===== config.mk =====
export PLATFORM = sky130hd
export DESIGN_NAME = lgicr_regs
export DESIGN_NICKNAME = d
export VERILOG_FILES = /design/src/design/lgicr_pkg.sv /design/src/design/lgicr_regs.sv /design/src/design/lgicr_pulse_filter.sv
export SDC_FILE = /design/constraint.sdc
export NUM_CORES = 1
export LEC_CHECK = 0
export BUFFER_PORTS_ARGS = -buffer_cell sky130_fd_sc_hd__buf_2
export CORE_MARGIN = 4
export CORE_UTILIZATION = 50
export DETAILED_ROUTE_END_ITERATION = 16
export MAX_ROUTING_LAYER = met4
export PLACE_DENSITY = 0.74
export SETUP_SLACK_MARGIN = 0.3
export SYNTH_ARGS = -nofsm -noshare
export SYNTH_HDL_FRONTEND = slang
export SYNTH_SLANG_ARGS = --single-unit

===== constraint.sdc =====
create_clock -name clk_i -period 5.54 [get_ports clk_i]
set_clock_uncertainty 0.15 [all_clocks]
set_input_delay 0.277 -clock clk_i [delete_from_list [all_inputs] [get_ports clk_i]]
set_output_delay 0.277 -clock clk_i [all_outputs]
set_load 0.01 [all_outputs]

===== src/design/lgicr_pkg.sv =====
// package for the link general and i2c configuration register bank
// assumes one 125 mhz clock and a local register port from the i2c target
package lgicr_pkg;

  // register offsets on the local register port
  localparam logic [7:0] OFS_GEN_CFG_ONE  = 8'h03;
  localparam logic [7:0] OFS_TIMEOUT_CTRL = 8'h04;
  localparam logic [7:0] OFS_I2C_CTRL_ONE = 8'h05;
  localparam logic [7:0] OFS_I2C_CTRL_TWO = 8'h06;

  // values after reset
  localparam logic [7:0] RST_GEN_CFG_ONE  = 8'hf0;
  localparam logic [7:0] RST_TIMEOUT_CTRL = 8'hfe;
  localparam logic [7:0] RST_I2C_CTRL_ONE = 8'h1e;
  localparam logic [7:0] RST_I2C_CTRL_TWO = 8'h00;

  // general_config_one field positions
  localparam int unsigned GC_RSVD_RW_BIT   = 7;
  localparam int unsigned GC_CRC_GEN_BIT   = 6;
  localparam int unsigned GC_PULL_SEL_BIT  = 5;
  localparam int unsigned GC_FILTER_BIT    = 4;
  localparam int unsigned GC_PASS_BIT      = 3;
  localparam int unsigned GC_AUTO_ACK_BIT  = 2;
  localparam int unsigned GC_GATE_BIT      = 1;
  localparam logic [7:0]  GC_WRITE_MASK    = 8'hfe;

  // control_channel_timeout_ctrl fields
  localparam int unsigned TO_FIELD_LSB     = 1;
  localparam int unsigned TO_OFF_BIT       = 0;

  // i2c_control_one fields
  localparam int unsigned IC_PASS_ALL_BIT  = 7;
  localparam int unsigned IC_HOLD_LSB      = 4;
  localparam int unsigned IC_FILTER_LSB    = 0;

  // pulse filter widths in pixel clocks
  localparam logic [2:0] FILT_W_SYNC   = 3'h2;
  localparam logic [2:0] FILT_W_LINE_1 = 3'h2;
  localparam logic [2:0] FILT_W_LINE_2 = 3'h4;

  // watchdog step time and clock
  localparam int unsigned CLK_PERIOD_PS = 8000;
  localparam longint unsigned WDOG_STEP_MS = 2;
  localparam int unsigned WDOG_STEP_CYC =
    int'((WDOG_STEP_MS * 64'd1000000000) / CLK_PERIOD_PS);

  // i2c pad timing units, in ns, for the pad block that consumes the fields
  localparam int unsigned SDA_HOLD_UNIT_NS  = 50;
  localparam int unsigned GLITCH_UNIT_NS    = 5;

  // watchdog states
  typedef enum logic [2:0] {
    WD_IDLE    = 3'b001,
    WD_COUNT   = 3'b010,
    WD_EXPIRED = 3'b100
  } lgicr_wd_state_type;

endpackage // lgicr_pkg


===== src/design/lgicr_regs.sv =====
// link general and i2c configuration register bank with the logic the
// fields steer: sync filters, pixel gating, pass-through decision,
// auto-acknowledge, return path enable and control channel watchdog.
// assumes the local i2c target decodes register accesses into a simple
// synchronous strobe port, and all inputs are synchronous to clk_i.
//
// Overview of operation
// - filter on: reject sync pulses under two clocks
// - line sync filter: two clocks single, four dual
// - pull select: one pulls down, zero pulls up
// - return crc generator follows its enable bit
// - pass-through bit forwards address-matched i2c transactions
// - auto-acknowledge acks writes regardless of lock
// - protected partner: always gate pixels by valid
// - plain partner: gate only when gating bit set
// - seven-bit timeout field counts two millisecond steps
// - abort control transaction when watchdog timeout expires
// - timeout disable bit stops the watchdog entirely
// - forward-all bit forwards every i2c transaction
// - three-bit sda hold field, fifty nanosecond steps
// - four-bit glitch reject field, five nanosecond steps
// - return path off only if both pass bits low
module lgicr_regs #(
  parameter int unsigned WDOG_STEP_CYC = lgicr_pkg::WDOG_STEP_CYC
) (
  // clock and reset
  input  wire logic        clk_i,
  input  wire logic        rst_n_i,
  // local register port from the i2c target
  input  wire logic [7:0]  reg_addr_i,
  input  wire logic        reg_wr_i,
  input  wire logic        reg_rd_i,
  input  wire logic [7:0]  reg_wdata_i,
  output logic [7:0]       reg_rdata_o,
  // link status
  input  wire logic        dual_lane_i,
  input  wire logic        partner_protected_i,
  input  wire logic        fwd_locked_i,
  input  wire logic        return_path_on_i,
  // recovered video in
  input  wire logic        pixel_valid_strobe_i,
  input  wire logic        line_sync_i,
  input  wire logic        frame_sync_i,
  input  wire logic [23:0] pixel_data_i,
  // filtered and gated video out
  output logic             pixel_valid_strobe_o,
  output logic             line_sync_o,
  output logic             frame_sync_o,
  output logic [23:0]      pixel_data_o,
  // local i2c transaction decision
  input  wire logic        i2c_txn_start_i,
  input  wire logic        i2c_addr_match_i,
  input  wire logic        i2c_write_i,
  output logic             i2c_forward_o,
  output logic             i2c_write_ack_o,
  // control channel transaction watchdog
  input  wire logic        cc_txn_busy_i,
  output logic             cc_txn_abort_o,
  // static controls to pads and link
  output logic             undriven_pull_down_o,
  output logic             return_crc_gen_on_o,
  output logic             return_path_active_o,
  output logic [2:0]       sda_hold_steps_o,
  output logic [3:0]       glitch_reject_steps_o
);

  // register state
  logic [7:0] gen_cfg_q;
  logic [7:0] gen_cfg_d;
  logic [7:0] timeout_ctrl_q;
  logic [7:0] timeout_ctrl_d;
  logic [7:0] i2c_ctrl_one_q;
  logic [7:0] i2c_ctrl_one_d;
  logic [7:0] rdata_q;
  logic [7:0] rdata_d;

  // field views
  logic       filter_on;
  logic       pass_matched;
  logic       pass_all;
  logic       auto_ack;
  logic       gate_bit;
  logic [6:0] return_path_timeout;
  logic       return_path_timeout_off;

  assign filter_on    = gen_cfg_q[lgicr_pkg::GC_FILTER_BIT];
  assign pass_matched = gen_cfg_q[lgicr_pkg::GC_PASS_BIT];
  assign auto_ack     = gen_cfg_q[lgicr_pkg::GC_AUTO_ACK_BIT];
  assign gate_bit     = gen_cfg_q[lgicr_pkg::GC_GATE_BIT];
  assign pass_all     = i2c_ctrl_one_q[lgicr_pkg::IC_PASS_ALL_BIT];
  assign return_path_timeout =
    timeout_ctrl_q[lgicr_pkg::TO_FIELD_LSB +: 7];
  assign return_path_timeout_off =
    timeout_ctrl_q[lgicr_pkg::TO_OFF_BIT];

  // register writes; bit 0 of general_config_one stays zero
  always_comb begin
    gen_cfg_d      = gen_cfg_q;
    timeout_ctrl_d = timeout_ctrl_q;
    i2c_ctrl_one_d = i2c_ctrl_one_q;
    if (reg_wr_i) begin
      case (reg_addr_i)
        lgicr_pkg::OFS_GEN_CFG_ONE: begin
          // bit 7 is stored as written; software is expected to keep it
          gen_cfg_d = reg_wdata_i & lgicr_pkg::GC_WRITE_MASK;
        end
        lgicr_pkg::OFS_TIMEOUT_CTRL: begin
          timeout_ctrl_d = reg_wdata_i;
        end
        lgicr_pkg::OFS_I2C_CTRL_ONE: begin
          i2c_ctrl_one_d = reg_wdata_i;
        end
        default: begin
          // unmapped or read-only offsets: write ignored
        end
      endcase
    end
  end

  // read data, valid the cycle after the read strobe
  always_comb begin
    rdata_d = rdata_q;
    if (reg_rd_i) begin
      case (reg_addr_i)
        lgicr_pkg::OFS_GEN_CFG_ONE:  rdata_d = gen_cfg_q;
        lgicr_pkg::OFS_TIMEOUT_CTRL: rdata_d = timeout_ctrl_q;
        lgicr_pkg::OFS_I2C_CTRL_ONE: rdata_d = i2c_ctrl_one_q;
        lgicr_pkg::OFS_I2C_CTRL_TWO: rdata_d = lgicr_pkg::RST_I2C_CTRL_TWO;
        default:                     rdata_d = 8'h00;
      endcase
    end
  end

  always_ff @(posedge clk_i) begin
    if (!rst_n_i) begin
      gen_cfg_q      <= lgicr_pkg::RST_GEN_CFG_ONE;
      timeout_ctrl_q <= lgicr_pkg::RST_TIMEOUT_CTRL;
      i2c_ctrl_one_q <= lgicr_pkg::RST_I2C_CTRL_ONE;
      rdata_q        <= 8'h00;
    end else begin
      gen_cfg_q      <= gen_cfg_d;
      timeout_ctrl_q <= timeout_ctrl_d;
      i2c_ctrl_one_q <= i2c_ctrl_one_d;
      rdata_q        <= rdata_d;
    end
  end

  assign reg_rdata_o = rdata_q;

  // static fields out to pads, crc generator and i2c front end
  assign undriven_pull_down_o =
    gen_cfg_q[lgicr_pkg::GC_PULL_SEL_BIT];
  assign return_crc_gen_on_o =
    gen_cfg_q[lgicr_pkg::GC_CRC_GEN_BIT];
  assign sda_hold_steps_o =
    i2c_ctrl_one_q[lgicr_pkg::IC_HOLD_LSB +: 3];
  assign glitch_reject_steps_o =
    i2c_ctrl_one_q[lgicr_pkg::IC_FILTER_LSB +: 4];

  // return path may only drop when neither pass-through mode needs it
  assign return_path_active_o =
    return_path_on_i | pass_matched | pass_all;

  // sync filters: one per video control input
  logic [2:0] sync_raw;
  logic [2:0] sync_filt;
  logic [2:0] sync_width [3];

  assign sync_raw   = {frame_sync_i, line_sync_i, pixel_valid_strobe_i};
  assign sync_width[0] = lgicr_pkg::FILT_W_SYNC;
  // line sync needs a wider window when two lanes are interleaved
  assign sync_width[1] = dual_lane_i ? lgicr_pkg::FILT_W_LINE_2
                                     : lgicr_pkg::FILT_W_LINE_1;
  assign sync_width[2] = lgicr_pkg::FILT_W_SYNC;

  genvar gi;
  generate
    for (gi = 0; gi < 3; gi++) begin : g_sync_filt
      lgicr_pulse_filter u_filt (
        .clk_i   (clk_i),
        .rst_n_i (rst_n_i),
        .en_i    (filter_on),
        .width_i (sync_width[gi]),
        .d_i     (sync_raw[gi]),
        .q_o     (sync_filt[gi])
      );
    end
  endgenerate

  assign pixel_valid_strobe_o = sync_filt[0];
  assign line_sync_o          = sync_filt[1];
  assign frame_sync_o         = sync_filt[2];

  // pixel gating; a protected partner forces gating whatever the bit
  logic        gate_on;
  logic [23:0] pix_q;
  logic [23:0] pix_d;

  assign gate_on = partner_protected_i | gate_bit;

  // gating uses the raw strobe so the mask lines up with the data word;
  // the filtered strobe lags by the filter depth
  always_comb begin
    pix_d = pixel_data_i;
    if (gate_on && !pixel_valid_strobe_i) begin
      pix_d = 24'h000000;
    end
  end

  always_ff @(posedge clk_i) begin
    if (!rst_n_i) begin
      pix_q <= 24'h000000;
    end else begin
      pix_q <= pix_d;
    end
  end

  assign pixel_data_o = pix_q;

  // pass-through and acknowledge decisions for the local i2c target
  logic fwd_q;
  logic fwd_d;
  logic ack_q;
  logic ack_d;

  always_comb begin
    fwd_d = 1'b0;
    ack_d = ack_q;
    if (i2c_txn_start_i) begin
      // forward-all overrides the address decode
      fwd_d = pass_all | (pass_matched & i2c_addr_match_i);
      if (pass_all) begin
        fwd_d = 1'b1;
      end
      // writes are acked when locked, or always with auto-acknowledge
      ack_d = i2c_write_i & (auto_ack | fwd_locked_i);
    end
  end

  always_ff @(posedge clk_i) begin
    if (!rst_n_i) begin
      fwd_q <= 1'b0;
      ack_q <= 1'b0;
    end else begin
      fwd_q <= fwd_d;
      ack_q <= ack_d;
    end
  end

  assign i2c_forward_o   = fwd_q;
  assign i2c_write_ack_o = ack_q;

  // control channel watchdog: a prescaler makes step ticks, a step count
  // is compared against the programmed timeout
  lgicr_pkg::lgicr_wd_state_type wd_state_q;
  lgicr_pkg::lgicr_wd_state_type wd_state_d;
  logic [31:0] pre_q;
  logic [31:0] pre_d;
  logic [6:0]  steps_q;
  logic [6:0]  steps_d;
  logic        abort_q;
  logic        abort_d;
  logic        step_tick;

  assign step_tick = (pre_q == WDOG_STEP_CYC - 1);

  always_comb begin
    wd_state_d = wd_state_q;
    pre_d      = 32'h00000000;
    steps_d    = 7'h00;
    abort_d    = 1'b0;
    case (wd_state_q)
      lgicr_pkg::WD_IDLE: begin
        if (cc_txn_busy_i && !return_path_timeout_off) begin
          wd_state_d = lgicr_pkg::WD_COUNT;
        end
      end
      lgicr_pkg::WD_COUNT: begin
        if (!cc_txn_busy_i || return_path_timeout_off) begin
          wd_state_d = lgicr_pkg::WD_IDLE;
        end else if (steps_q >= return_path_timeout) begin
          // a zero field would abort at once; software must avoid it
          abort_d    = 1'b1;
          wd_state_d = lgicr_pkg::WD_EXPIRED;
        end else begin
          steps_d = steps_q;
          pre_d   = pre_q + 32'h00000001;
          if (step_tick) begin
            pre_d   = 32'h00000000;
            steps_d = steps_q + 7'h01;
          end
        end
      end
      lgicr_pkg::WD_EXPIRED: begin
        // hold off until the aborted transaction is released
        if (!cc_txn_busy_i) begin
          wd_state_d = lgicr_pkg::WD_IDLE;
        end
      end
      default: begin
        wd_state_d = lgicr_pkg::WD_IDLE;
      end
    endcase
  end

  always_ff @(posedge clk_i) begin
    if (!rst_n_i) begin
      wd_state_q <= lgicr_pkg::WD_IDLE;
      pre_q      <= 32'h00000000;
      steps_q    <= 7'h00;
      abort_q    <= 1'b0;
    end else begin
      wd_state_q <= wd_state_d;
      pre_q      <= pre_d;
      steps_q    <= steps_d;
      abort_q    <= abort_d;
    end
  end

  assign cc_txn_abort_o = abort_q;

endmodule // lgicr_regs


===== src/design/lgicr_pulse_filter.sv =====
// pulse filter: output follows input only once the new level has held
// for width_i consecutive clocks; with en_i low it is a plain register
module lgicr_pulse_filter (
  // clock and reset
  input  wire logic       clk_i,
  input  wire logic       rst_n_i,
  // control
  input  wire logic       en_i,
  input  wire logic [2:0] width_i,
  // data
  input  wire logic       d_i,
  output logic            q_o
);

  logic       q_q;
  logic       q_d;
  logic [2:0] cnt_q;
  logic [2:0] cnt_d;

  // count how long the input has differed from the output
  always_comb begin
    q_d   = q_q;
    cnt_d = 3'h0;
    if (!en_i) begin
      q_d = d_i;
    end else if (d_i != q_q) begin
      // a pulse shorter than width never reaches the output
      if (cnt_q + 3'h1 >= width_i) begin
        q_d = d_i;
      end else begin
        cnt_d = cnt_q + 3'h1;
      end
    end
  end

  always_ff @(posedge clk_i) begin
    if (!rst_n_i) begin
      q_q   <= 1'b0;
      cnt_q <= 3'h0;
    end else begin
      q_q   <= q_d;
      cnt_q <= cnt_d;
    end
  end

  assign q_o = q_q;

endmodule // lgicr_pulse_filter


* Word level (Yosys, flattened, before mapping)
Index checks and enable logic that the tools add are counted.
Operators by class: bitwise gates (word level) 13, order comparisons 4, muxes and demuxes 18, equal/unequal tests 19, $add $sub $neg 5, div/mod/pow operators 0, $mul 0, shifts and indexed selects 0, reductions and logical operators 21
Operator list (number):
- $add 32x1->32 const B | 1
- $eq 32x18->1 const B | 1
- $pmux 8 s3 | 1
- $eq 8x3->1 const B | 2
- $reduce_or 4->1 | 4
- $mux 3 | 5
- $reduce_and 2->1 | 7
- $ne 2x1->1 const B | 6
- $mux 1 | 11
- $add 3x1->3 const B | 3
- $pmux 3 s3 | 1
- $eq 8x2->1 const B | 1
- $add 7x1->7 const B | 1
- $ge 7x7->1 | 1
- $ge 3x2->1 const B | 2
- $not 1->1 | 6
- $or 1x1->1 | 5
- $reduce_or 5->1 | 1
- $ne 2x2->1 const B | 2
- $eq 3x1->1 const B | 1
- $eq 3x2->1 const B | 1
- $eq 3x3->1 const B | 1
- $ge 3x3->1 | 1
- $logic_not 1->1 | 3
- other kinds (8) | 12
Word-level totals: bits in read-only memories 0, memories kept 0, RAM bits 0, bits in latches 0, word-level logic and storage cells 97, flip-flop bits (word level) 112, output and inout bits 48, input port bits 55

* Logic depth before layout (Yosys ltp)
depth after elaboration 5, depth in mapped cells 9, depth with buffers taken out 8

* By module
From an unflattened synthesis, not the netlist that was laid out.
Unflattened totals: cell total of the unflattened synthesis 519, area total of the unflattened synthesis 4922.2 um^2
Modules (own cells, without submodules):
- lgicr_regs | times used 1, area an instance 4152.7 um^2, cells each 444, seq. area each 2001.9 um^2
- lgicr_pulse_filter | times used 3, area an instance 256.5 um^2, cells each 25, seq. area each 80.1 um^2

* Worst setup path after synthesis
OpenSTA, ideal clock, no wires.
path kind register -> register, from register pre_q[0], to register steps_q[3], data required time 5.319 ns, setup slack 3.491 ns, path buffers 2, library setup time 0.071 ns, clock period less this slack 2.049 ns, arrival time 1.828 ns, cell stages (with the launch flop) 9, cells stage by stage dfxtp_1 > ha_1 > and3_1 > clkbuf_1 > nand4_1 > or2_1 > clkbuf_1 > or3_1 > a21oi_1
Between the ends: longest elaborated chain between the ends 1
Ends and longest elaborated chain:
- start, declared | RTL line lgicr_regs.sv:257 | logic [31:0] pre_q;
- start signal, assigned | RTL line lgicr_regs.sv:314 | pre_q <= pre_d;
- $eq 32x18->1 | RTL line lgicr_regs.sv:265 | assign step_tick = (pre_q == WDOG_STEP_CYC - 1);
- end signal, assigned | RTL line lgicr_regs.sv:315 | steps_q <= steps_d;
- end, declared | RTL line lgicr_regs.sv:259 | logic [6:0] steps_q;
No other way between the ends. A chain may end at the register's enable or synchronous reset.

* Final worst setup path
from register steps_q[0], to register pre_q[30]
Between the ends: longest elaborated chain between the ends 2
Ends and longest elaborated chain:
- $ge 7x7->1 | RTL line lgicr_regs.sv:281 | end else if (steps_q >= return_path_timeout) begin
- $reduce_or 5->1 (no line)
No other way between the ends.

==> insert_results.sql <==
INSERT INTO impl_metrics (metric_group, metric, value, unit) VALUES
('clocking', 'cts.htree.levels', '3', ''),
('run_status', 'run_status', 'finished, final reports clean', ''),
('floorplanning', 'dieWidth', '106', 'microns'),
('critical_path', 'worst-endpoint-arrival', '3100', 'ps'),
('clocking', 'numCtsBuffers', '9', ''),
('pwr', 'power.share.clock', '35.3', '%'),
('pwr', 'power.share.switching', '24.2', '%'),
('clocking', 'clkLatencyLatePin', '380', 'ps'),
('timing', 'post_route_worst_hold_slack', '17.1', 'ps'),
('synth', 'post_synth.cell_area_avg', '9.05', 'sq um'),
('pwr', 'sw_pwr', '349', 'uW'),
('finish', 'final_cells', '785', ''),
('detailed_routing', 'initialDrtViolationCount', '225', ''),
('grt', 'grt_overflow', '0', ''),
('timing', 'fin_crit', '2960', 'ps'),
('clocking', 'tritoncts_clock_tree', 'done', ''),
('pwr', 'power_leakage', '0.00243', 'uW'),
('grt', 'grt_usage', '19.8', '%'),
('timing', 'finalHoldViolCount', '0', ''),
('critical_path', 'kind_of_start_point_of_the_critical_path', 'flip-flop', ''),
('timing', 'finalWorstSetupSlack', '2580', 'ps'),
('detailed_routing', 'route.detailed.drc', '0', ''),
('synth', 'post_synth_instance_area', '4780', 'sq um'),
('clocking', 'cts.sinks', '112', ''),
('floorplanning', 'floorplan.die_area', '11200', 'sq um'),
('place', 'place_ws', '2570', 'ps'),
('synth', 'yosysUniqueCellTypes', '48', ''),
('timing', 'report.final.setup_viol', '0', ''),
('place', 'place_inst', '737', ''),
('critical_path', 'path_delay_family', 'simple AND/OR/NAND/NOR gates', ''),
('place', 'gp_routability_congestion', '0.847', ''),
('pwr', 'ir_worst_vdd', '175', 'uV'),
('min_path', 'worst_hold_path_type', 'in -> reg', ''),
('detailed_routing', 'wirelength', '10600', 'microns'),
('timing', 'final_max_slew_viol_count', '0', ''),
('critical_path', 'critPathMaxFanout', '32', ''),
('detailed_routing', 'antenna_violating_nets_post_route', '0', ''),
('timing', 'setup_tns', '0', 'ps'),
('job', 'max_cap_violations', '0', ''),
('floorplanning', 'dieHeight', '106', 'microns'),
('finish', 'num-nets-final', '722', ''),
('clocking', 'maximum_root_to_sink_buffer_count', '2', ''),
('pwr', 'cell_internal_pwr', '1100', 'uW'),
('critical_path', 'timing.reg2reg.worst_path_depth', '7', ''),
('critical_path', 'cp_num_cells', '7', ''),
('critical_path', 'worstSetupPathType', 'reg -> reg', ''),
('critical_path', 'critical_path.max_stage_delay', '890', 'ps'),
('finish', 'final_common_cell', 'sky130_fd_sc_hd__dfxtp_1', ''),
('clocking', 'cts-resized-gates', '0', ''),
('timing', 'max_freq', '338', 'MHz'),
('synth', 'synthesis.instances', '528', ''),
('synth', 'synth-async-reset-ratio', '0', '%'),
('finish', 'layout_common_cells', '112 x sky130_fd_sc_hd__dfxtp_1, 102 x sky130_fd_sc_hd__buf_2, 56 x sky130_fd_sc_hd__nand2_1', ''),
('synth', 'synth_enable_flop_cells', '0', ''),
('pwr', 'fin_total_pwr', '1450', 'uW'),
('pwr', 'pwr-share-seq', '57.4', '%'),
('critical_path', 'timing.critical_path.from', 'steps_q[0]$_SDFFE_PP0P_', ''),
('synth', 'synthFlopType', 'sky130_fd_sc_hd__dfxtp_1', ''),
('finish', 'multi_input_comb_area', '2330', 'sq um'),
('critical_path', 'master_of_the_slowest_instance_on_the_critical_path', 'sky130_fd_sc_hd__nand3_1', ''),
('finish', 'diodes', '0', ''),
('synth', 'flip_flop_and_latch_count_after_synthesis', '112', ''),
('detailed_routing', 'detailroute.via_count', '4051', ''),
('critical_path', 'crit_chain', 'inv_1, ha_1, nand2b_1, a211o_1, a21oi_1, nand3_1, nor2_1', ''),
('critical_path', 'crit-reg2reg-launch', 'steps_q[0]$_SDFFE_PP0P_', ''),
('clocking', 'worst_setup_hold_path_clk_slew', '110', 'ps'),
('finish', 'post_route_cells_drive_above_1_share', '20.1', '%'),
('floorplanning', 'count_of_standard_cell_rows', '35', ''),
('floorplanning', 'floorplan.initialDensity', '51.5', '%'),
('floorplanning', 'core', '9280', 'sq um'),
('grt', 'grt_first_pass_wirelength', '17900', 'microns');
layout make-up:
class | instances | area share, %
Multi-Input combinational cell | 374 | 39.8
Inverter | 19 | 1.22
Tap cell | 129 | 2.76
Clock buffer | 9 | 2.11
Sequential cell | 112 | 38.3
Clock inverter | 7 | 1.50
Timing Repair Buffer | 135 | 14.3
sequential cells by signal, summed over array words and instances (netlist names):
name	flops
cc_txn_abort_o	1
i2c_ctrl_one_q	8
pre_q	32
i2c_forward_o	1
timeout_ctrl_q	8
steps_q	7
gen_cfg_q	7
wd_state_q	3
g_sync_filt.u_filt.q_o	3
g_sync_filt.u_filt.cnt_q	9
reg_rdata_o	8
pixel_data_o	24
i2c_write_ack_o	1
cell usage after synthesis, drive strengths merged (7+ instances only):
cell type | count | share of area, %
a21boi | 9 | 1.7
and4 | 7 | 1.3
a21oi | 16 | 1.7
inv | 19 | 1.5
ha | 16 | 4.2
a221oi | 7 | 1.3
dfxtp | 112 | 47
nor3 | 13 | 1.5
nand3 | 45 | 4.7
clkbuf | 13 | 1.0
xnor2 | 28 | 5.1
nand4 | 10 | 1.3
nor4 | 9 | 1.5
nor2b | 12 | 1.6
buf | 13 | 2.0
nor2 | 47 | 3.7
xor2 | 12 | 2.2
o21ai | 13 | 1.4
nand2 | 60 | 4.9
and2 | 27 | 3.5
per-layer routing:
metal  global-route usage, %  wire, microns
met1                    25.5           4750
met2                    31.7           5080
met3                    4.16            662
met4                    5.46            123
met5                       -              0
power groups by stage:
stage | Clock (uW) | Sequential, uW | Combinational (uW)
after floorplan | 0 | 853 | 41.4
after global placement | 0 | 847 | 86.1
after detailed placement | 0 | 848 | 88.9
after CTS | 526 | 830 | 106
after global routing | 552 | 832 | 118
final | 510 | 830 | 106
tightest hold or removal path: stages:
cell and delay [ps]:
sky130_fd_sc_hd__buf_2 120, sky130_fd_sc_hd__nand2_2 60, sky130_fd_sc_hd__a21boi_2 40
timing repair:
action,CTS,global route
hold endpoints to repair,31,0
hold buffers,32,0
buffers inserted,0,0
logic make-up after synthesis:
logic type	share of synthesized area, %
adders and majority gates	4.19
other	0.0785
buffers and inverters	4.50
and+or+nand+nor	28.4
AOI/OAI and AO/OA	7.93
muxes	0.628
xor gates and xnor gates	7.33
DFF	46.9
metrics by stage:
step           cell area, sq um  utilization [%]
2_1_floorplan              4790                -
3_3_place_gp               5330             57.4
3_5_place_dp               5330             57.4
4_1_cts                    5860             63.1
5_1_grt                    5860             63.1
6_report                   5860             63.1
final timing paths:
| check | end | slack, ps |
|---|---|---|
| max | pre_q[30]$_SDFF_PP0_ | 2580 |
| min | i2c_ctrl_one_q[7]$_SDFFE_PN0P_ | 20 |
| max reg2reg | pre_q[30]$_SDFF_PP0_ | 2580 |
| min reg2reg | g_sync_filt[1].u_filt.cnt_q[0]$_SDFF_PP0_ | 310 |
No activity file was read; power rests on OpenSTA's default activity.
